===== src/hdl/wku_pkg.sv =====
/*
 * wku_pkg: shared constants, register offsets and carrier types of the
 * wakeup and interrupt unit.
 * assumes: one system clock; register port with read data one cycle later.
 */
package wku_pkg;
    // geometry
    localparam int NUM_EXT    = 30;
    localparam int NUM_SRC    = 32;  // 30 pads plus 2 on-chip sources
    localparam int NUM_VEC    = 4;
    localparam int NUM_NMI    = 2;
    localparam int ADDR_W     = 8;
    localparam int TIMER_BIT  = 30;  // periodic timer source position
    localparam int ONCHIP_BIT = 31;  // second on-chip source position
    // byte offsets
    localparam logic [7:0] OFS_NMI_FLAGS = 8'h00;
    localparam logic [7:0] OFS_NMI_CFG   = 8'h08;
    localparam logic [7:0] OFS_FLAGS     = 8'h14;
    localparam logic [7:0] OFS_IRQ_EN    = 8'h18;
    localparam logic [7:0] OFS_WAKE_EN   = 8'h1c;
    localparam logic [7:0] OFS_RISE_EN   = 8'h28;
    localparam logic [7:0] OFS_FALL_EN   = 8'h2c;
    localparam logic [7:0] OFS_FILT_EN   = 8'h30;
    localparam logic [7:0] OFS_PULL_EN   = 8'h34;
    // nmi field layout within one byte per input
    localparam int NMI_CFG_W  = 8;
    localparam int NCF_LOCK   = 7;
    localparam int NCF_DST_HI = 6;
    localparam int NCF_DST_LO = 5;
    localparam int NCF_WAKE   = 3;
    localparam int NCF_RISE   = 2;
    localparam int NCF_FALL   = 1;
    localparam int NCF_FILT   = 0;
    localparam int NFL_EVENT  = 0;   // flag byte bit positions per input
    localparam int NFL_OVR    = 1;
    localparam logic [1:0] DST_NMI  = 2'h0;
    localparam logic [1:0] DST_CRIT = 2'h1;
    localparam logic [1:0] DST_MCHK = 2'h2;
    localparam logic [31:0] RST_WORD = 32'h0000_0000;

    // nmi request outputs, one bit per input
    typedef struct packed {
        logic [NUM_NMI-1:0] nmi;
        logic [NUM_NMI-1:0] crit;
        logic [NUM_NMI-1:0] mchk;
    } wku_nmi_req_t;

    typedef enum logic [1:0] {
        WKU_RUN  = 2'b01,
        WKU_STBY = 2'b10
    } wku_mode_t;
endpackage : wku_pkg


===== src/hdl/wku_unit.sv =====
/*
 * wku_unit: wakeup and interrupt unit with 30 pad sources, 2 on-chip
 * sources and 2 nmi inputs, edge detection, write-one-to-clear flags,
 * grouped interrupt vectors and one combined wakeup request.
 * assumes: pad inputs asynchronous and synchronised here; glitch filter
 * and pullup are analog, driven by enables; registers on plain port.
 */
// Function
// - a source flag clears only by writing one to its bit
// - set pad flag with irq enable raises its group's interrupt vector; on-chip flags raise none
// - set flag with wakeup enable raises the system wakeup request
// - a matching enabled edge on a source sets its flag
// - rise enable makes low-to-high transitions events
// - fall enable makes high-to-low transitions events; both may be set
// - pad filter enables drive glitch filters; timer source has none
// - pullup enable requests a pad pullup to logic one
// - requested pullup takes effect at next standby entry, overriding port pulls
// - pullup ownership released only by pullup register access or reset
// - two nmi inputs, three routing types, second event captured
// - nmi flag set on configured edge; its register is write-one-to-clear
// - nmi overrun set on new event while nmi flag still set
// - nmi request stays while overrun set; overrun cleared by writing one
// - both nmi edge enables zero detect nothing
// - nmi edge enables are zero after reset
// - enabled nmi function blocks pin multiplexer override of the pad
// - pad sources grouped onto four vectors in sequential blocks; on-chip sources on none
// - both source edge enables zero give neither wakeup nor interrupt
// - on-chip and pad wakeups merge into one wakeup output
// - on-chip flags share the pad flag register
// - destination code 00 nmi, 01 critical, 10 machine check, 11 none
// - writing one to nmi lock freezes its configuration until reset
// - nmi wakeup enable makes set flag or overrun request wakeup
// - thirty pad sources with own enable, edge and pullup control
`timescale 1ns/1ps
`default_nettype none
module wku_unit #(
    parameter int GROUP = 8
) (
    // clock and reset
    input  wire logic                       clk,
    input  wire logic                       rst,
    // register port
    input  wire logic [wku_pkg::ADDR_W-1:0] reg_addr,
    input  wire logic [31:0]                reg_wdata,
    input  wire logic                       reg_wr,
    input  wire logic                       reg_rd,
    output logic      [31:0]                reg_rdata,
    // source inputs
    input  wire logic [wku_pkg::NUM_EXT-1:0] pad_in,
    input  wire logic                        timer_wake_in,
    input  wire logic                        onchip_wake_in,
    input  wire logic [wku_pkg::NUM_NMI-1:0] nmi_pad_in,
    input  wire logic                        standby_entry,
    // requests
    output logic [wku_pkg::NUM_VEC-1:0]     irq_vec,
    output logic                            wakeup_req,
    output wku_pkg::wku_nmi_req_t           nmi_req,
    // pad control
    output logic [wku_pkg::NUM_EXT-1:0]     filter_en,
    output logic [wku_pkg::NUM_EXT-1:0]     pullup_on,
    output logic [wku_pkg::NUM_NMI-1:0]     nmi_filter_en,
    output logic [wku_pkg::NUM_NMI-1:0]     nmi_mux_lock
);
    localparam int NIN = wku_pkg::NUM_SRC + wku_pkg::NUM_NMI;

    typedef struct packed {
        logic [NIN-1:0]                   sync1;
        logic [NIN-1:0]                   sync2;
        logic [NIN-1:0]                   prev;
        logic [31:0]                      flags;
        logic [31:0]                      irq_en;
        logic [31:0]                      wake_en;
        logic [31:0]                      rise_en;
        logic [31:0]                      fall_en;
        logic [31:0]                      filt_en;
        logic [31:0]                      pull_en;
        logic [wku_pkg::NUM_EXT-1:0]      pull_act;
        logic [15:0]                      nmi_cfg;
        logic [15:0]                      nmi_flg;
        wku_pkg::wku_mode_t               mode;
        logic [31:0]                      rdata;
        logic [wku_pkg::NUM_VEC-1:0]      vec;
        logic                             wake;
        wku_pkg::wku_nmi_req_t            nreq;
        logic [wku_pkg::NUM_NMI-1:0]      mux_lk;
    } wku_state_t;

    wku_state_t st_ff;
    wku_state_t nxt_st;

    // edge detection against enables, shared by sources and nmi inputs
    function automatic logic edge_hit(input logic cur, input logic old,
                                      input logic re, input logic fe);
        edge_hit = (re & cur & ~old) | (fe & ~cur & old);
    endfunction : edge_hit

    logic [31:0] src_evt;
    logic [wku_pkg::NUM_NMI-1:0] nmi_evt;
    logic [31:0] wr1c;
    logic        hit_flags;
    logic        hit_ncfg;
    logic        hit_nflg;
    logic        hit_pull;

    // address decode and event detection
    always_comb begin
        hit_flags = reg_addr == wku_pkg::OFS_FLAGS;
        hit_ncfg  = reg_addr == wku_pkg::OFS_NMI_CFG;
        hit_nflg  = reg_addr == wku_pkg::OFS_NMI_FLAGS;
        hit_pull  = reg_addr == wku_pkg::OFS_PULL_EN;
        wr1c      = (reg_wr && hit_flags) ? reg_wdata : wku_pkg::RST_WORD;
        for (int i = 0; i < wku_pkg::NUM_SRC; i++) begin
            // both enables zero yield no event
            src_evt[i] = edge_hit(st_ff.sync2[i], st_ff.prev[i],
                                  st_ff.rise_en[i], st_ff.fall_en[i]);
        end
        for (int n = 0; n < wku_pkg::NUM_NMI; n++) begin
            nmi_evt[n] = edge_hit(st_ff.sync2[wku_pkg::NUM_SRC+n],
                st_ff.prev[wku_pkg::NUM_SRC+n],
                st_ff.nmi_cfg[n*wku_pkg::NMI_CFG_W+wku_pkg::NCF_RISE],
                st_ff.nmi_cfg[n*wku_pkg::NMI_CFG_W+wku_pkg::NCF_FALL]);
        end
    end

    // next-state logic
    always_comb begin
        nxt_st = st_ff;
        // two-stage synchroniser, then edge history
        nxt_st.sync1 = {nmi_pad_in, onchip_wake_in, timer_wake_in, pad_in};
        nxt_st.sync2 = st_ff.sync1;
        nxt_st.prev  = st_ff.sync2;
        // set wins over write-one clear
        nxt_st.flags = (st_ff.flags & ~wr1c) | src_evt;
        if (reg_wr) begin
            case (reg_addr)
                wku_pkg::OFS_IRQ_EN:  nxt_st.irq_en  = reg_wdata;
                wku_pkg::OFS_WAKE_EN: nxt_st.wake_en = reg_wdata;
                wku_pkg::OFS_RISE_EN: nxt_st.rise_en = reg_wdata;
                wku_pkg::OFS_FALL_EN: nxt_st.fall_en = reg_wdata;
                wku_pkg::OFS_FILT_EN: nxt_st.filt_en = reg_wdata;
                wku_pkg::OFS_PULL_EN: nxt_st.pull_en = reg_wdata;
                default: ;
            endcase
        end
        for (int n = 0; n < wku_pkg::NUM_NMI; n++) begin
            // locked byte ignores writes; lock bit only sets
            if (reg_wr && hit_ncfg
                && !st_ff.nmi_cfg[n*wku_pkg::NMI_CFG_W+wku_pkg::NCF_LOCK]) begin
                nxt_st.nmi_cfg[n*wku_pkg::NMI_CFG_W +: wku_pkg::NMI_CFG_W] =
                    reg_wdata[n*wku_pkg::NMI_CFG_W +: wku_pkg::NMI_CFG_W];
            end
            // a new event ORs the current flag into overrun
            if (reg_wr && hit_nflg) begin
                nxt_st.nmi_flg[n*wku_pkg::NMI_CFG_W+wku_pkg::NFL_EVENT] =
                    st_ff.nmi_flg[n*wku_pkg::NMI_CFG_W+wku_pkg::NFL_EVENT]
                    & ~reg_wdata[n*wku_pkg::NMI_CFG_W+wku_pkg::NFL_EVENT];
                nxt_st.nmi_flg[n*wku_pkg::NMI_CFG_W+wku_pkg::NFL_OVR] =
                    st_ff.nmi_flg[n*wku_pkg::NMI_CFG_W+wku_pkg::NFL_OVR]
                    & ~reg_wdata[n*wku_pkg::NMI_CFG_W+wku_pkg::NFL_OVR];
            end
            if (nmi_evt[n]) begin
                nxt_st.nmi_flg[n*wku_pkg::NMI_CFG_W+wku_pkg::NFL_OVR] =
                    st_ff.nmi_flg[n*wku_pkg::NMI_CFG_W+wku_pkg::NFL_EVENT]
                    | nxt_st.nmi_flg[n*wku_pkg::NMI_CFG_W+wku_pkg::NFL_OVR];
                nxt_st.nmi_flg[n*wku_pkg::NMI_CFG_W+wku_pkg::NFL_EVENT] = 1'b1;
            end
            // pad lock follows the new edge enables, registered with them
            nxt_st.mux_lk[n] = nxt_st.nmi_cfg[n*wku_pkg::NMI_CFG_W+wku_pkg::NCF_RISE]
                             | nxt_st.nmi_cfg[n*wku_pkg::NMI_CFG_W+wku_pkg::NCF_FALL];
        end
        // mode tracking and pullup ownership
        case (st_ff.mode)
            wku_pkg::WKU_RUN: begin
                if (standby_entry) begin
                    nxt_st.mode     = wku_pkg::WKU_STBY;
                    nxt_st.pull_act = st_ff.pull_en[wku_pkg::NUM_EXT-1:0];
                end
            end
            wku_pkg::WKU_STBY: begin
                if (!standby_entry) begin
                    nxt_st.mode = wku_pkg::WKU_RUN;
                end
            end
            default: nxt_st.mode = wku_pkg::WKU_RUN;
        endcase
        if ((reg_wr || reg_rd) && hit_pull) begin
            nxt_st.pull_act = '0;
        end
        // grouped vectors
        nxt_st.vec = '0;
        for (int i = 0; i < wku_pkg::NUM_EXT; i++) begin
            if (i / GROUP < wku_pkg::NUM_VEC) begin
                nxt_st.vec[i/GROUP] = nxt_st.vec[i/GROUP]
                    | (st_ff.flags[i] & st_ff.irq_en[i]);
            end
        end
        // combined wakeup
        nxt_st.wake = |(st_ff.flags & st_ff.wake_en);
        nxt_st.nreq = '0;
        for (int n = 0; n < wku_pkg::NUM_NMI; n++) begin
            if (st_ff.nmi_cfg[n*wku_pkg::NMI_CFG_W+wku_pkg::NCF_WAKE]
                && (st_ff.nmi_flg[n*wku_pkg::NMI_CFG_W+wku_pkg::NFL_EVENT]
                 || st_ff.nmi_flg[n*wku_pkg::NMI_CFG_W+wku_pkg::NFL_OVR])) begin
                nxt_st.wake = 1'b1;
            end
            // destination routing; code 11 raises nothing
            if (st_ff.nmi_flg[n*wku_pkg::NMI_CFG_W+wku_pkg::NFL_EVENT]
                || st_ff.nmi_flg[n*wku_pkg::NMI_CFG_W+wku_pkg::NFL_OVR]) begin
                case (st_ff.nmi_cfg[n*wku_pkg::NMI_CFG_W+wku_pkg::NCF_DST_LO +: 2])
                    wku_pkg::DST_NMI:  nxt_st.nreq.nmi[n]  = 1'b1;
                    wku_pkg::DST_CRIT: nxt_st.nreq.crit[n] = 1'b1;
                    wku_pkg::DST_MCHK: nxt_st.nreq.mchk[n] = 1'b1;
                    default: ;
                endcase
            end
        end
        // read data, unmapped reads zero
        nxt_st.rdata = wku_pkg::RST_WORD;
        if (reg_rd) begin
            case (reg_addr)
                wku_pkg::OFS_NMI_FLAGS: nxt_st.rdata = {16'h0000, st_ff.nmi_flg};
                wku_pkg::OFS_NMI_CFG:   nxt_st.rdata = {16'h0000, st_ff.nmi_cfg};
                wku_pkg::OFS_FLAGS:     nxt_st.rdata = st_ff.flags;
                wku_pkg::OFS_IRQ_EN:    nxt_st.rdata = st_ff.irq_en;
                wku_pkg::OFS_WAKE_EN:   nxt_st.rdata = st_ff.wake_en;
                wku_pkg::OFS_RISE_EN:   nxt_st.rdata = st_ff.rise_en;
                wku_pkg::OFS_FALL_EN:   nxt_st.rdata = st_ff.fall_en;
                wku_pkg::OFS_FILT_EN:   nxt_st.rdata = st_ff.filt_en;
                wku_pkg::OFS_PULL_EN:   nxt_st.rdata = st_ff.pull_en;
                default:                nxt_st.rdata = wku_pkg::RST_WORD;
            endcase
        end
    end

    // state register; nmi edge enables zero after reset
    always_ff @(posedge clk) begin
        if (rst) begin
            st_ff <= '0;
            st_ff.mode <= wku_pkg::WKU_RUN;
        end else begin
            st_ff <= nxt_st;
        end
    end

    // outputs straight from state flops
    assign reg_rdata = st_ff.rdata;
    assign irq_vec   = st_ff.vec;
    assign wakeup_req = st_ff.wake;
    assign nmi_req   = st_ff.nreq;
    // timer source has no filter
    assign filter_en = st_ff.filt_en[wku_pkg::NUM_EXT-1:0];
    assign pullup_on = st_ff.pull_act;
    always_comb begin
        for (int n = 0; n < wku_pkg::NUM_NMI; n++) begin
            nmi_filter_en[n] = st_ff.nmi_cfg[n*wku_pkg::NMI_CFG_W+wku_pkg::NCF_FILT];
        end
    end
    // enabled nmi holds the pad against mux changes
    assign nmi_mux_lock = st_ff.mux_lk;

    // a flag write-one clear with no event empties the bit
    a_flag_clear: assert property (@(posedge clk) disable iff (rst)
        reg_wr && hit_flags && reg_wdata[0] && !src_evt[0] |=> !st_ff.flags[0])
        else $error("flag not cleared by write one");
    a_flag_hold: assert property (@(posedge clk) disable iff (rst)
        reg_wr && hit_flags && !reg_wdata[9] && st_ff.flags[9] |=> st_ff.flags[9])
        else $error("flag lost on zero write");
    a_flag_set: assert property (@(posedge clk) disable iff (rst)
        src_evt[0] |=> st_ff.flags[0])
        else $error("event did not set flag");
    a_set_wins: assert property (@(posedge clk) disable iff (rst)
        src_evt[5] && wr1c[5] |=> st_ff.flags[5])
        else $error("clear beat a same-cycle event");
    a_onchip_flag: assert property (@(posedge clk) disable iff (rst)
        src_evt[wku_pkg::ONCHIP_BIT] |=> st_ff.flags[wku_pkg::ONCHIP_BIT])
        else $error("on-chip flag missing");

    // edge selection
    a_rise_event: assert property (@(posedge clk) disable iff (rst)
        st_ff.rise_en[9] && st_ff.sync2[9] && !st_ff.prev[9] |=> st_ff.flags[9])
        else $error("rising edge missed");
    a_fall_event: assert property (@(posedge clk) disable iff (rst)
        st_ff.fall_en[17] && !st_ff.sync2[17] && st_ff.prev[17] |=> st_ff.flags[17])
        else $error("falling edge missed");
    a_edge_quiet: assert property (@(posedge clk) disable iff (rst)
        !st_ff.rise_en[25] && !st_ff.fall_en[25] && !st_ff.flags[25] |=> !st_ff.flags[25])
        else $error("disabled source flagged");

    // request outputs
    a_vec_zero: assert property (@(posedge clk) disable iff (rst)
        (st_ff.flags[7:0] & st_ff.irq_en[7:0]) == 8'h00 |=> !irq_vec[0])
        else $error("vector raised with no enabled flag");
    a_vec_raise: assert property (@(posedge clk) disable iff (rst)
        st_ff.flags[0] && st_ff.irq_en[0] |=> irq_vec[0])
        else $error("vector missing enabled flag");
    a_vec_group: assert property (@(posedge clk) disable iff (rst)
        st_ff.flags[17] && st_ff.irq_en[17] |=> irq_vec[2])
        else $error("source on wrong vector");
    a_wake_merge: assert property (@(posedge clk) disable iff (rst)
        st_ff.flags[wku_pkg::TIMER_BIT] && st_ff.wake_en[wku_pkg::TIMER_BIT]
        |=> wakeup_req)
        else $error("on-chip wakeup not merged");
    a_wake_gate: assert property (@(posedge clk) disable iff (rst)
        st_ff.wake_en == 32'h0 && !st_ff.nmi_cfg[wku_pkg::NCF_WAKE]
        && !st_ff.nmi_cfg[wku_pkg::NMI_CFG_W+wku_pkg::NCF_WAKE] |=> !wakeup_req)
        else $error("wakeup without enable");

    // nmi flags, routing and lock
    a_nmi_set: assert property (@(posedge clk) disable iff (rst)
        nmi_evt[0] |=> st_ff.nmi_flg[wku_pkg::NFL_EVENT])
        else $error("nmi flag not set");
    a_nmi_ovr: assert property (@(posedge clk) disable iff (rst)
        nmi_evt[0] && st_ff.nmi_flg[wku_pkg::NFL_EVENT] |=> st_ff.nmi_flg[wku_pkg::NFL_OVR])
        else $error("nmi overrun not captured");
    a_nmi_dst: assert property (@(posedge clk) disable iff (rst)
        st_ff.nmi_flg[wku_pkg::NFL_OVR] && st_ff.nmi_cfg[wku_pkg::NCF_DST_LO +: 2] == 2'h1
        |=> nmi_req.crit[0] && !nmi_req.nmi[0])
        else $error("nmi routing wrong");
    a_nmi_pend: assert property (@(posedge clk) disable iff (rst)
        st_ff.nmi_flg[wku_pkg::NFL_OVR] && st_ff.nmi_cfg[wku_pkg::NCF_DST_LO +: 2] != 2'h3
        |=> nmi_req.nmi[0] || nmi_req.crit[0] || nmi_req.mchk[0])
        else $error("overrun request dropped");
    a_rsv_code: assert property (@(posedge clk) disable iff (rst)
        st_ff.nmi_cfg[wku_pkg::NCF_DST_LO +: 2] == 2'h3
        |=> !nmi_req.nmi[0] && !nmi_req.crit[0] && !nmi_req.mchk[0])
        else $error("reserved code raised request");
    a_nmi_wake: assert property (@(posedge clk) disable iff (rst)
        st_ff.nmi_cfg[wku_pkg::NCF_WAKE] && st_ff.nmi_flg[wku_pkg::NFL_EVENT] |=> wakeup_req)
        else $error("nmi wakeup missing");
    a_nmi_lock: assert property (@(posedge clk) disable iff (rst)
        st_ff.nmi_cfg[wku_pkg::NCF_LOCK] |=> $stable(st_ff.nmi_cfg[7:0]))
        else $error("locked nmi config changed");
    a_mux_lock: assert property (@(posedge clk) disable iff (rst)
        st_ff.nmi_cfg[wku_pkg::NCF_RISE] || st_ff.nmi_cfg[wku_pkg::NCF_FALL] |-> nmi_mux_lock[0])
        else $error("enabled nmi pad not held");

    // pullup ownership
    a_pull_capture: assert property (@(posedge clk) disable iff (rst)
        st_ff.mode == wku_pkg::WKU_RUN && standby_entry && !((reg_wr || reg_rd) && hit_pull)
        |=> pullup_on == $past(st_ff.pull_en[wku_pkg::NUM_EXT-1:0]))
        else $error("pullup not taken at standby");
    a_pull_keep: assert property (@(posedge clk) disable iff (rst)
        !((reg_wr || reg_rd) && hit_pull)
        && !(st_ff.mode == wku_pkg::WKU_RUN && standby_entry) |=> $stable(pullup_on))
        else $error("pullup released early");
    a_pull_drop: assert property (@(posedge clk) disable iff (rst)
        (reg_wr || reg_rd) && hit_pull |=> pullup_on == '0)
        else $error("pullup kept after access");
endmodule : wku_unit
`default_nettype wire


===== config.mk =====
export PLATFORM = sky130hd
export DESIGN_NAME = wku_unit
export DESIGN_NICKNAME = d
export VERILOG_FILES = /design/src/hdl/wku_pkg.sv /design/src/hdl/wku_unit.sv
export SDC_FILE = /design/constraint.sdc
export NUM_CORES = 1
export LEC_CHECK = 0
export ABC_CLOCK_PERIOD_IN_PS = 2200
export BUFFER_PORTS_ARGS = -buffer_cell sky130_fd_sc_hd__buf_4
export CORE_MARGIN = 2
export CORE_UTILIZATION = 50
export CTS_CLUSTER_SIZE = 12
export DETAILED_ROUTE_END_ITERATION = 12
export PLACE_DENSITY = 0.7
export SETUP_SLACK_MARGIN = 0.1
export SYNTH_ARGS = -nofsm -noshare
export SYNTH_HDL_FRONTEND = slang
export SYNTH_SLANG_ARGS = --single-unit

===== constraint.sdc =====
create_clock -name clk -period 2.2 [get_ports clk]
set_input_delay 0.11 -clock clk [delete_from_list [all_inputs] [get_ports clk]]
set_output_delay 0.11 -clock clk [all_outputs]
set_load 0.005 [all_outputs]

# Word level (Yosys, flattened, before mapping)
# Index checks and enable logic that the tools add are counted.
[classes]
bitwise_logic = 313
eq_ne = 16
mux = 19
reduce_logical = 31
[op_table]
columns = ["operator", "n"]
rows = [
  ["$pmux 32 s9", 1],
  ["$and 1x1->1", 170],
  ["$not 1->1", 75],
  ["$and 32x32->32", 2],
  ["$or 1x1->1", 64],
  ["$eq 8x6->1 const B", 4],
  ["$mux 32", 1],
  ["$not 32->32", 1],
  ["$or 32x32->32", 1],
  ["$reduce_or 32->1", 1],
  ["$eq 8x5->1 const B", 3],
  ["$reduce_and 2->1", 8],
  ["$mux 2", 6],
  ["$eq 8x4->1 const B", 1],
  ["$logic_and 1x1->1", 8],
  ["$logic_not 8->1", 1],
  ["$mux 1", 8],
  ["$reduce_or 2->1", 4],
  ["$eq 2x1->1 const B", 3],
  ["$eq 2x2->1 const B", 3],
  ["$mux 3", 2],
  ["$logic_not 2->1", 2],
  ["$ne 2x2->1 const B", 2],
  ["$pmux 2 s2", 1],
  ["other kinds (3)", 7],
]
[word_totals]
register_bits = 423
output_inout_bits = 107
elab_cells = 407

# Depth between registers and ports, before layout
# Gate-level depths: netlist of the first run.
[logic_depth]
word_depth = 8
mapped_depth = 8
ltp_nobuf = 4

# Least setup slack after synthesis of the first run
# Ideal clock, no wire load.
[synth_timing]
path_type = "input to register"
startpoint = "input port reg_addr[0] (netlist bit)"
endpoint = "register st_ff (netlist bit pullup_on[0])"
setup_time_ps = 115
stages = 6
arrival_ps = 1493
slack_ps = 591
cell_sequence = "buf_2 or4b_4 buf_6 o31ai_4 buf_6 a21oi_2"
[synth_between]
elab_chain_cells = 3
[synth_rtl]
columns = ["element", "line_no", "rtl"]
rows = [
  ["start, declared", "wku_unit.sv:43", "input wire logic [wku_pkg::ADDR_W-1:0] reg_addr,"],
  ["$eq 8x6->1", "wku_unit.sv:110", "hit_pull = reg_addr == wku_pkg::OFS_PULL_EN;"],
  ["$logic_and 1x1->1", "wku_unit.sv:186", "if ((reg_wr || reg_rd) && hit_pull) begin"],
  ["$reduce_or 2->1 (no line)", "--", ""],
  ["end signal, assigned", "wku_unit.sv:241", "st_ff <= nxt_st;"],
  ["end, declared", "wku_unit.sv:88", "wku_state_t st_ff;"],
]
# Every way passes these cells.
# A chain may end at the register's enable or synchronous reset.

# Worst setup path in the final report of the first run
[layout_timing]
startpoint = "register st_ff[323] (netlist bit)"
endpoint = "register st_ff (netlist bit wakeup_req)"
[layout_between]
elab_chain_cells = 4
[layout_rtl]
columns = ["element", "line_no", "rtl"]
rows = [
  ["$and 32x32->32", "wku_unit.sv:198", "nxt_st.wake = |(st_ff.flags & st_ff.wake_en);"],
  ["$reduce_or 32->1", "wku_unit.sv:198", ""],
  ["$mux 1 (2 in series)", "wku_unit.sv:201", "if (st_ff.nmi_cfg[n*wku_pkg::NMI_CFG_W+wku_pkg::NCF_WAKE]"],
]
# Every way passes these cells.

==> impl_metrics.sql, run 1 <==
INSERT INTO impl_metrics (metric_group, metric, value, unit) VALUES
('run_status', 'outcome', 'finished, final reports clean', ''),
('global_route', 'grt_antenna_before_repair', '0', ''),
('cells_and_area', 'area_delta_synth_final', '18.3', '%'),
('synthesis', 'synth_top_cells_by_area', 'dfxtp_1, nand2_1, a21oi_1', ''),
('clock_tree', 'cts.reportedPaths.clkPinSlew', '0.06', 'ns'),
('timing', 'final.setup_skew', '0.0207', 'ns'),
('floorplanning', 'floorplan.die.height', '190', 'um'),
('global_route', 'globalRouteTotalUtil', '29.5', '%'),
('global_route', 'maximum_number_of_pins_on_one_net_before_global_route_repair', '128', ''),
('timing', 'worst_slew_pin_slew', '0.817', 'ns'),
('synthesis', 'yosysMostFrequentCell', 'dfxtp_1', ''),
('floorplanning', 'row_count', '68', ''),
('floorplanning', 'initial_utilization', '50.4', '%'),
('timing', 'min_period', '1.58', 'ns'),
('synthesis', 'yosysWarningCount', '0', ''),
('setup_path', 'timing.critical_path.fanout_max', '4', ''),
('synthesis', 'syn-mean-instance-area', '8.92', 'um^2'),
('clock_tree', 'cts_resized', '0', ''),
('place', 'dp.final_hpwl', '37.8', 'mm'),
('floorplanning', 'num_io_pins', '186', ''),
('drt', 'detail-route-antenna-nets', '0', ''),
('setup_path', 'critical_path_max_stage_delay', '0.45', 'ns'),
('floorplanning', 'fp.dieW', '190', 'um'),
('drt', 'via_count', '14677', ''),
('timing', 'report.final.hold_viol_count', '0', ''),
('hold_path', 'timing.hold.worst.class', 'input pin to register', ''),
('drt', 'drt_iter0_markers', '1810', ''),
('global_route', 'total_grt_overflow', '0', ''),
('synthesis', 'synthesized_area', '17300', 'um^2'),
('setup_path', 'crit_chain', 'a22oi_1 -> nand4_1 -> nor3_1 -> a41oi_1', ''),
('global_route', 'grt_pass1_vias', '13294', ''),
('pwr', 'p_leak', '0.00762', 'uW'),
('timing', 'layout_worst_path_cycle_share', '72.0', '%'),
('synthesis', 'netlist.top_cell.by_area', 'dfxtp_1', ''),
('synthesis', 'postSynth.asyncResetShare', '0', '%'),
('floorplanning', 'core_area', '34400', 'um^2'),
('synthesis', 'syn_inst', '1943', ''),
('pwr', 'power_per_cell_area', '784', 'nW/um^2'),
('setup_path', 'cpMaxStageDelayCell', 'a22oi_1', ''),
('timing', 'grt_setup_unrepaired', 'no', ''),
('setup_path', 'critical_path_endpoint_category', 'register', ''),
('setup_path', 'worstSetupStartpointType', 'register', ''),
('synthesis', 'count_of_flip_flops_with_a_built_in_enable_after_synthesis', '0', ''),
('timing', 'clock.fmax', '631', 'MHz'),
('synthesis', 'synth.ff_latch_count', '423', ''),
('setup_path', 'worstPathBufferInverterCount', '0', ''),
('drt', 'drt_pass1_iterations', '7', ''),
('timing', 'relSlewSlack', '45.5', '%'),
('clock_tree', 'ctsHoldBuffers', '68', ''),
('clock_tree', 'clock_tree.buffer_depth', '3', ''),
('setup_path', 'worstPathRequired', '2.56', 'ns'),
('drt', 'drt-total-wl', '54.7', 'mm'),
('clock_tree', 'worstSkewPairLatency', '0.57', 'ns'),
('timing', 'report.final.setup_viol', '0', ''),
('cells_and_area', 'num_antenna_cells', '0', ''),
('synthesis', 'ys_top_cells_by_count', 'dfxtp_1, nand2_1, a21oi_1', ''),
('cells_and_area', 'finalNetCount', '2128', ''),
('timing', 'slew_violations', '0', ''),
('clock_tree', 'cts_inserted_buffers', '45', ''),
('pwr', 'irDropWorstVdd', '534', 'uV'),
('place', 'io_buffer_count', '185', ''),
('synthesis', 'yosys.area.top_type_share', '48.9', '%'),
('timing', 'whs', '0.0766', 'ns'),
('clock_tree', 'cts_sinks', '423', ''),
('global_route', 'grt_first_pass_wirelength', '81.4', 'mm'),
('setup_path', 'cp_top_family', 'compound AO/OA/AOI/OAI gates', ''),
('synthesis', 'seq_area_frac_synth', '48.9', '%'),
('drt', 'route.detailed.wl_per_inst', '21.6', 'um'),
('synthesis', 'synthesized_net_count', '2022', ''),
('drt', 'drc', '0', ''),
('clock_tree', 'number_of_h_tree_branching_levels', '2', '');
## metrics by stage
stage / util [%] / cells / cell area [um^2] / setup WS [ns]
3_5_place_dp: 53.4 / 2389 / 18400 / 0.323
6_report: 59.7 / 2532 / 20500 / 0.616
3_3_place_gp: 53.4 / 2389 / 18400 / 0.370
4_1_cts: 59.7 / 2532 / 20500 / 0.631
2_1_floorplan: - / 1943 / 17300 / 0.591
5_1_grt: 59.7 / 2532 / 20500 / 0.528
## placed cells by master (no fill, tap or decap), drive strengths merged, types with 2 or more instances in the layout
master and instances:
dfxtp 423, nand2 414, buf 236, a21oi 206
nor2b 104, nand3b 69, dlygate4sd3 68, clkbuf 66
a31oi 53, mux2i 52, a22oi 50, nor2 45
o21ai 44, a22o 39, inv 37, mux2 25
a222oi 18, o211ai 14, o41ai 14, nand4 11
and3 9, o22ai 8, nor3 7, nor4b 6
and2 5, nand3 5, a41oi 5, clkinv 5
o2bb2ai 4, nor3b 4, and4 3, a221oi 3
or4b 3, a32oi 2, o21a 2, bufinv 2
nor4 2, o31ai 2
## sequential cells by signal (all words and copies together) (netlist names)
| name | cells |
|---|---|
| filter_en | 30 |
| irq_vec | 4 |
| nmi_filter_en | 2 |
| nmi_mux_lock | 2 |
| nmi_req | 6 |
| nxt_st | 68 |
| pullup_on | 30 |
| reg_rdata | 32 |
| st_ff | 248 |
| wakeup_req | 1 |
## path summary, 6_finish.rpt
kind | from | end | cells after the start
max | st_ff[323] | wakeup_req | 4
min reg2reg | nxt_st[368] | nxt_st[334] | 1
min | reg_rd | reg_rdata[8] | 4
max reg2reg | st_ff[323] | wakeup_req | 4
## worst min-delay path, stage by stage
cell	delay, ns
buf_4	0.13
nand4_1	0.07
a211o_1	0.19
a41oi_2	0.08
## cell type report
| type | count | area, um^2 |
|---|---|---|
| Inverter | 36 | 135 |
| Tap cell | 455 | 569 |
| Clock inverter | 9 | 124 |
| Fill cell | 3064 | 13900 |
| Multi-Input combinational cell | 1239 | 7290 |
| Clock buffer | 66 | 1350 |
| Timing Repair Buffer | 304 | 2570 |
| Sequential cell | 423 | 8470 |
## metal layers
metal | global-route usage, % | part of all wire [%] | vias up
li1 | - | - | 6823
met1 | 44.5 | 45 | 7044
met4 | 8.59 | 2.5 | 0
met2 | 43.6 | 43 | 723
met5 | 0 | 0 | -
met3 | 4.24 | 9.7 | 87
## kinds of logic (layout without fill, tap and decap cells)
logic type,Yosys count,count (layout),share of synthesized area (%)
AND/OR/NAND/NOR,694,694,19.7
AO/OA/AOI/OAI,467,467,17.7
flip-flops,423,423,48.9
buffers and inverters,281,415,9.06
multiplexers,77,77,4.63
XOR/XNOR,1,1,0.0505
## power breakdown
part           total [uW]  internal [uW]  switching (uW)
Combinational         766            312             454
Sequential           7790           7740            43.9
Clock                7520           4460            3060
(Power assumes the default switching activity.)
==> run 2: changes to the inputs <==
Settings changed: ABC_CLOCK_PERIOD_IN_PS 2200 to 1600.
Clock period 2.2 ns to 1.6 ns, I/O delays scaled along.
==> run 2 against run 1 <==
  * Combinational power grew 46%
  * Count of clock-buffer cells in the layout shrank 6
  * Via count increased by 1.6%
  * Worst setup slack got worse by 0.48 ns
  * Fmax increased by 8.5%
  * Hold slack got worse by 0.064 ns
  * Design area increased by 2.4%
  * Non-clock buffer count increased by 64
  * First-iteration DRC count is 12% lower
  * Die area is the same
  * Clock skew rose by 0.00050 ns
==> impl_metrics.sql, run 2 (synthesis results as in run 1) <==
INSERT INTO impl_metrics (metric_group, metric, value, unit) VALUES
('cells_and_area', 'mostFrequentLayoutCells', 'dfxtp_1, nand2_1, buf_4, a21oi_1, nor2b_1', ''),
('clock_tree', 'tritoncts_clock_tree', 'yes', ''),
('global_route', 'grt_first_pass_wirelength', '81.8', 'mm'),
('setup_path', 'arr_time_crit_path', '1.83', 'ns'),
('global_route', 'grt_pass1_vias', '13745', ''),
('global_route', 'total_grt_overflow', '0', ''),
('timing', 'report.final.setup_viol', '0', ''),
('drt', 'avgViaCountPerCell', '5.77', ''),
('cells_and_area', 'number_of_flip_flops_under_the_largest_register_name', '248', ''),
('hold_path', 'timing.hold.worst.class', 'input pin to register', ''),
('setup_path', 'worstSetupStartpointType', 'register', ''),
('setup_path', 'rr_worst_depth', '4', ''),
('floorplanning', 'initial_utilization', '50.4', '%'),
('floorplanning', 'dieArea', '36200', 'um^2'),
('timing', 'final.setup_skew', '0.0212', 'ns'),
('cells_and_area', 'final_layout_size_suffix_gt1_share', '20.0', '%'),
('place', 'gp_routability_congestion', '0.950', ''),
('setup_path', 'critical_path_endpoint_category', 'register', ''),
('place', 'io_buffer_count', '185', ''),
('floorplanning', 'num_io_pins', '186', ''),
('clock_tree', 'cts.root.buffer_cell', 'clkbuf_16', ''),
('clock_tree', 'cts.reportedPaths.clkPinSlew', '0.06', 'ns'),
('cells_and_area', 'area_delta_synth_final', '21.2', '%'),
('pwr', 'p_leak', '0.00791', 'uW'),
('cells_and_area', 'final_cells', '2586', ''),
('setup_path', 'timing.critical_path.fanout_max', '4', ''),
('global_route', 'globalRouteTotalUtil', '29.6', '%'),
('drt', 'drc', '0', ''),
('cells_and_area', 'finalCoreUtilization', '61.1', '%'),
('cells_and_area', 'top_register', 'st_ff', ''),
('place', 'placed_cells_incl_taps', '2454', ''),
('drt', 'drt_pass1_iterations', '6', ''),
('timing', 'min_period', '1.46', 'ns'),
('floorplanning', 'fp.dieW', '190', 'um'),
('cells_and_area', 'finalNetCount', '2190', ''),
('cells_and_area', 'num_antenna_cells', '0', ''),
('place', 'dp.final_hpwl', '38.3', 'mm'),
('drt', 'route.detailed.wl_per_inst', '21.3', 'um'),
('setup_path', 'worstPathRequired', '1.97', 'ns'),
('pwr', 'post-layout-total-power', '21200', 'uW'),
('clock_tree', 'clock_tree.buffer_depth', '3', ''),
('floorplanning', 'core_area', '34400', 'um^2'),
('place', 'dp_worst_slack', '-0.0704', 'ns'),
('drt', 'via_count', '14909', ''),
('timing', 'relSlewSlack', '63.1', '%'),
('pwr', 'irDropWorstVdd', '690', 'uV'),
('clock_tree', 'number_of_h_tree_branching_levels', '2', ''),
('clock_tree', 'cts_sinks', '423', ''),
('pwr', 'power_per_cell_area', '1010', 'nW/um^2'),
('timing', 'postLayoutSetupSlackWorst', '0.141', 'ns'),
('timing', 'slew_violations', '0', ''),
('cells_and_area', 'layout.cells.most_common', 'dfxtp_1', ''),
('timing', 'grt_setup_unrepaired', 'no', ''),
('clock_tree', 'worstSkewPairLatency', '0.56', 'ns'),
('run', 'max_cap_violations', '0', ''),
('floorplanning', 'floorplan.die.height', '190', 'um'),
('global_route', 'grt_antenna_before_repair', '1', ''),
('global_route', 'maximum_number_of_pins_on_one_net_before_global_route_repair', '114', ''),
('drt', 'drt_iter0_markers', '1589', ''),
('clock_tree', 'cts_inserted_buffers', '43', ''),
('drt', 'drt-total-wl', '55.0', 'mm'),
('timing', 'layout_worst_path_cycle_share', '91.2', '%'),
('timing', 'report.final.hold_viol_count', '0', ''),
('setup_path', 'worst-setup-path-type', 'register to register', ''),
('drt', 'detail-route-antenna-nets', '0', ''),
('timing', 'whs', '0.0127', 'ns'),
('run_status', 'outcome', 'finished, final reports clean', ''),
('timing', 'clock.fmax', '685', 'MHz'),
('hold_path', 'min_delay_path_depth', '3', ''),
('timing', 'worst_slew_pin_slew', '0.553', 'ns'),
('floorplanning', 'row_count', '68', '');
run 2: cell count changes in the layout (fill, tap and decap cells not counted), sizes merged:
cell,change
clkinv,-3
buf,+65
dlygate4sd3,-1
clkbuf,-6
bufinv,-1
run 2: worst max-delay path, stage by stage (launching register included):
cell and delay [ns]:
dfxtp_1 0.42, a22oi_1 0.24, nand4_1 0.13, nor3_1 0.26, a41oi_2 0.22
run 2: repair_timing:
action / CTS / global route
hold buffers: 67 / 0
cloned: 0 / 0
setup endpoints to repair: 1 / 1
gates resized for setup: 1 / 4
endpoints found under the hold margin: 250 / 0
setup buffers: 0 / 0
run 2: path summary, 6_finish.rpt:
kind	startpoint	slack, ns	to
worst max-delay path	st_ff[311]	0.14	wakeup_req
worst min-delay path	rst	0.01	nxt_st[343]
worst max register to register	st_ff[311]	0.14	wakeup_req
worst min register to register	nxt_st[380]	0.43	nxt_st[346]
run 2: metrics by stage:
step,setup TNS [ns],area [um^2]
floorplan,0,17300
global placement,-0.0141,19000
detailed placement,-0.259,19000
CTS,0,21000
global route,0,21000
finish,0,21000
run 2: layer usage:
metal	track usage, %	part of all wire, %	vias to the layer above
li1	-	-	6939
met1	43.6	45	7092
met2	42.5	41	778
met3	6.38	11	100
met4	10.2	3.0	0
met5	0	0	-
run 2: cell type report:
class                   count  area [um^2]
inverters                  36          135
repair buffers            368         3240
clock buffers              60         1210
fillers                  3005        13400
flip-flops and latches    423         8470
well taps                 455          569
clock inverters             5         67.6
multi-input cells        1239         7320
run 2: where the power goes:
| part | total, uW | internal (uW) | switching (uW) |
|---|---|---|---|
| logic | 1120 | 476 | 641 |
| registers | 10700 | 10600 | 62.6 |
| clock network | 9400 | 5390 | 4020 |
==> run 3: changes to the inputs <==
Settings changed: GPL_TIMING_DRIVEN from default to 0.
==> run 3 against run 2 <==
  * The flow now finishes with violations (setup timing)
  * Via count is 4.7% higher
  * Non-clock buffer count is 131 higher
  * Clock skew is 0.0047 ns higher
  * Global-route usage is 3.1 points higher
  * Sequential power hardly changed
  * Hold slack better by 0.039 ns
  * Worst setup slack worse by 0.20 ns
  * Routed wire length is 10% higher
  * Die area stayed put
  * Critical endpoint is now reg_rdata[18]
  * Highest routed layer unchanged
==> impl_metrics.sql, run 3 (synthesis results as in run 1) <==
INSERT INTO impl_metrics (metric_group, metric, value, unit) VALUES
('cells_and_area', 'area_delta_synth_final', '24.2', '%'),
('place', 'io_buffer_count', '178', ''),
('drt', 'detail-route-antenna-nets', '0', ''),
('drt', 'avgViaCountPerCell', '5.73', ''),
('setup_path', 'critical_path_endpoint_category', 'register', ''),
('pwr', 'power_per_cell_area', '1020', 'nW/um^2'),
('cells_and_area', 'num_antenna_cells', '0', ''),
('timing', 'min_period', '1.66', 'ns'),
('timing', 'grt_setup_unrepaired', 'yes', ''),
('setup_path', 'crit_chain', 'buf_4 -> buf_4 -> or4b_4 -> buf_6 -> nor2_4 -> buf_4 -> a222oi_1 -> a31oi_1', ''),
('drt', 'drt_iter0_markers', '1644', ''),
('global_route', 'grt_pass1_vias', '14565', ''),
('hold_path', 'timing.hold.worst.class', 'input pin to register', ''),
('pwr', 'netSwitchingFraction', '22.7', '%'),
('timing', 'postLayoutSetupSlackWorst', '-0.0642', 'ns'),
('clock_tree', 'cts_inserted_buffers', '44', ''),
('timing', 'report.final.setup_viol', '1', ''),
('timing', 'slew_violations', '0', ''),
('drt', 'drc', '0', ''),
('pwr', 'p_leak', '0.00834', 'uW'),
('setup_path', 'worstPathBufferInverterCount', '4', ''),
('floorplanning', 'fp.dieW', '190', 'um'),
('setup_path', 'worstSetupStartpointType', 'input pin', ''),
('drt', 'route.detailed.wl_per_inst', '22.2', 'um'),
('timing', 'final.setup_skew', '0.0259', 'ns'),
('cells_and_area', 'top_register', 'st_ff', ''),
('floorplanning', 'initial_utilization', '50.4', '%'),
('drt', 'via_count', '15604', ''),
('timing', 'relSlewSlack', '43.6', '%'),
('place', 'dp.final_hpwl', '45.1', 'mm'),
('cells_and_area', 'number_of_flip_flops_under_the_largest_register_name', '248', ''),
('global_route', 'grt_first_pass_wirelength', '88.4', 'mm'),
('clock_tree', 'clock_tree.buffer_depth', '3', ''),
('global_route', 'total_grt_overflow', '0', ''),
('floorplanning', 'dieArea', '36200', 'um^2'),
('cells_and_area', 'final.fill_count', '2991', ''),
('clock_tree', 'worstSkewPairLatency', '0.57', 'ns'),
('global_route', 'globalRouteTotalUtil', '32.7', '%'),
('pwr', 'clockPowerShare', '45.9', '%'),
('cells_and_area', 'finalNetCount', '2322', ''),
('timing', 'layout_worst_path_cycle_share', '104', '%'),
('pwr', 'post-layout-total-power', '22000', 'uW'),
('clock_tree', 'cts_sinks', '423', ''),
('clock_tree', 'tritoncts_clock_tree', 'yes', ''),
('setup_path', 'arr_time_crit_path', '2.04', 'ns'),
('drt', 'drt_pass1_iterations', '8', ''),
('clock_tree', 'cts.reportedPaths.clkPinSlew', '0.06', 'ns'),
('cells_and_area', 'final_layout_size_suffix_gt1_share', '22.6', '%'),
('pwr', 'p_sw', '4990', 'uW'),
('global_route', 'maximum_number_of_pins_on_one_net_before_global_route_repair', '13', ''),
('run_status', 'outcome', 'finished, violations left', ''),
('floorplanning', 'core_area', '34400', 'um^2'),
('pwr', 'irDropWorstVdd', '779', 'uV'),
('cells_and_area', 'layout.cells.most_common', 'dfxtp_1', ''),
('pwr', 'seq_power_share', '48.7', '%'),
('timing', 'worst_slew_pin_slew', '0.846', 'ns'),
('floorplanning', 'floorplan.die.height', '190', 'um'),
('setup_path', 'critical_path_max_stage_delay', '0.75', 'ns'),
('cells_and_area', 'mostFrequentLayoutCells', 'dfxtp_1, nand2_1, buf_4, a21oi_1, nor2b_1', ''),
('clock_tree', 'cts.root.buffer_cell', 'clkbuf_16', ''),
('setup_path', 'cp_top_family', 'compound AO/OA/AOI/OAI gates', ''),
('floorplanning', 'num_io_pins', '186', ''),
('drt', 'drt-total-wl', '60.6', 'mm'),
('pwr', 'comb_power_share', '5.4', '%'),
('place', 'gp_routability_congestion', '0.958', ''),
('run_status', 'failing_checks', 'setup timing', ''),
('global_route', 'grt_antenna_before_repair', '0', ''),
('setup_path', 'cpMaxStageDelayCell', 'a222oi_1', ''),
('run', 'max_cap_violations', '0', ''),
('setup_path', 'worst_path_most_repeated_cell', 'buf_4', ''),
('place', 'placed_cells_incl_taps', '2576', ''),
('clock_tree', 'number_of_h_tree_branching_levels', '2', ''),
('floorplanning', 'row_count', '68', ''),
('timing', 'report.final.hold_viol_count', '0', ''),
('place', 'dp_worst_slack', '-0.882', 'ns'),
('setup_path', 'worst-setup-path-type', 'input pin to register', ''),
('setup_path', 'worstPathRequired', '1.98', 'ns'),
('setup_path', 'timing.critical_path.fanout_max', '10', ''),
('pwr', 'internal_power', '17000', 'uW'),
('cells_and_area', 'finalCoreUtilization', '62.6', '%'),
('cells_and_area', 'final_cells', '2725', ''),
('timing', 'clock.fmax', '601', 'MHz');
run 3: cell types whose count changed in the layout (fill, tap and decap cells not counted), sizes merged:
cell	previous run	this run
clkbuf	60	150
buf	301	349
clkinv	2	4
bufinv	1	2
clkinvlp	1	0
inv	37	36
run 3: final cells by class:
type | count | area (um^2) | area share, %
flip-flops and latches | 423 | 8470 | 39.3
multi-input cells | 1239 | 7360 | 34.2
repair buffers | 255 | 2080 | 9.67
plain buffers | 244 | 1500 | 6.97
clock buffers | 67 | 1300 | 6.03
well taps | 455 | 569 | 2.64
inverters | 36 | 135 | 0.628
clock inverters | 6 | 116 | 0.540
run 3: per-stage QoR:
| stage | hold slack (ns) | TNS (ns) | cell area, um^2 |
|---|---|---|---|
| after floorplan | 0.173 | 0 | 17300 |
| after global placement | 0.288 | -191.64 | 19200 |
| after detailed placement | 0.294 | -197.04 | 19200 |
| after CTS | 0.0111 | 0 | 21500 |
| after global routing | 0.0570 | 0 | 21500 |
| final | 0.0517 | -0.0642 | 21500 |
run 3: metal layers:
layer  wire length, um  track usage, %  vias up  part of all wire [%]
met5                 0               0        -                     0
met4              1870            10.6        0                   3.1
met3              5790            5.59      120                   9.6
met2             26900            51.0      817                    44
met1             26100            46.1     7447                    43
li1                  -               -     7220                     -
run 3: path summary, 6_finish.rpt:
kind / startpoint / endpoint / slack (ns) / depth (start not counted)
hold reg to reg: nxt_st[379] / nxt_st[345] / 0.43 / 1
setup / recovery: reg_addr[3] / reg_rdata[18] / -0.06 / 8
setup reg to reg: st_ff[309] / reg_rdata[8] / 0.03 / 4
hold / removal: reg_addr[1] / st_ff[109] / 0.05 / 5
run 3: tightest hold or removal path, cell delays in order:
cell     delay, ns
buf_6         0.13
or4b_4        0.17
nor3_4        0.06
nand2_1       0.06
a21oi_1       0.06
run 3: power groups by stage:
stage                     Sequential, uW  Combinational [uW]  Clock, uW
after floorplan                    10900                 483          0
after global placement             10900                 985          0
after detailed placement           10900                 989          0
after CTS                          10700                1140      10200
after global routing               10700                1230      10600
final                              10700                1180      10100
run 3: timing repair:
action,in CTS,in global routing
hold buffers,67,0
setup buffers,7,3
endpoints found under the hold margin,254,0
endpoints found under the setup margin,247,151
pin swaps,5,4
gates resized for setup,32,37
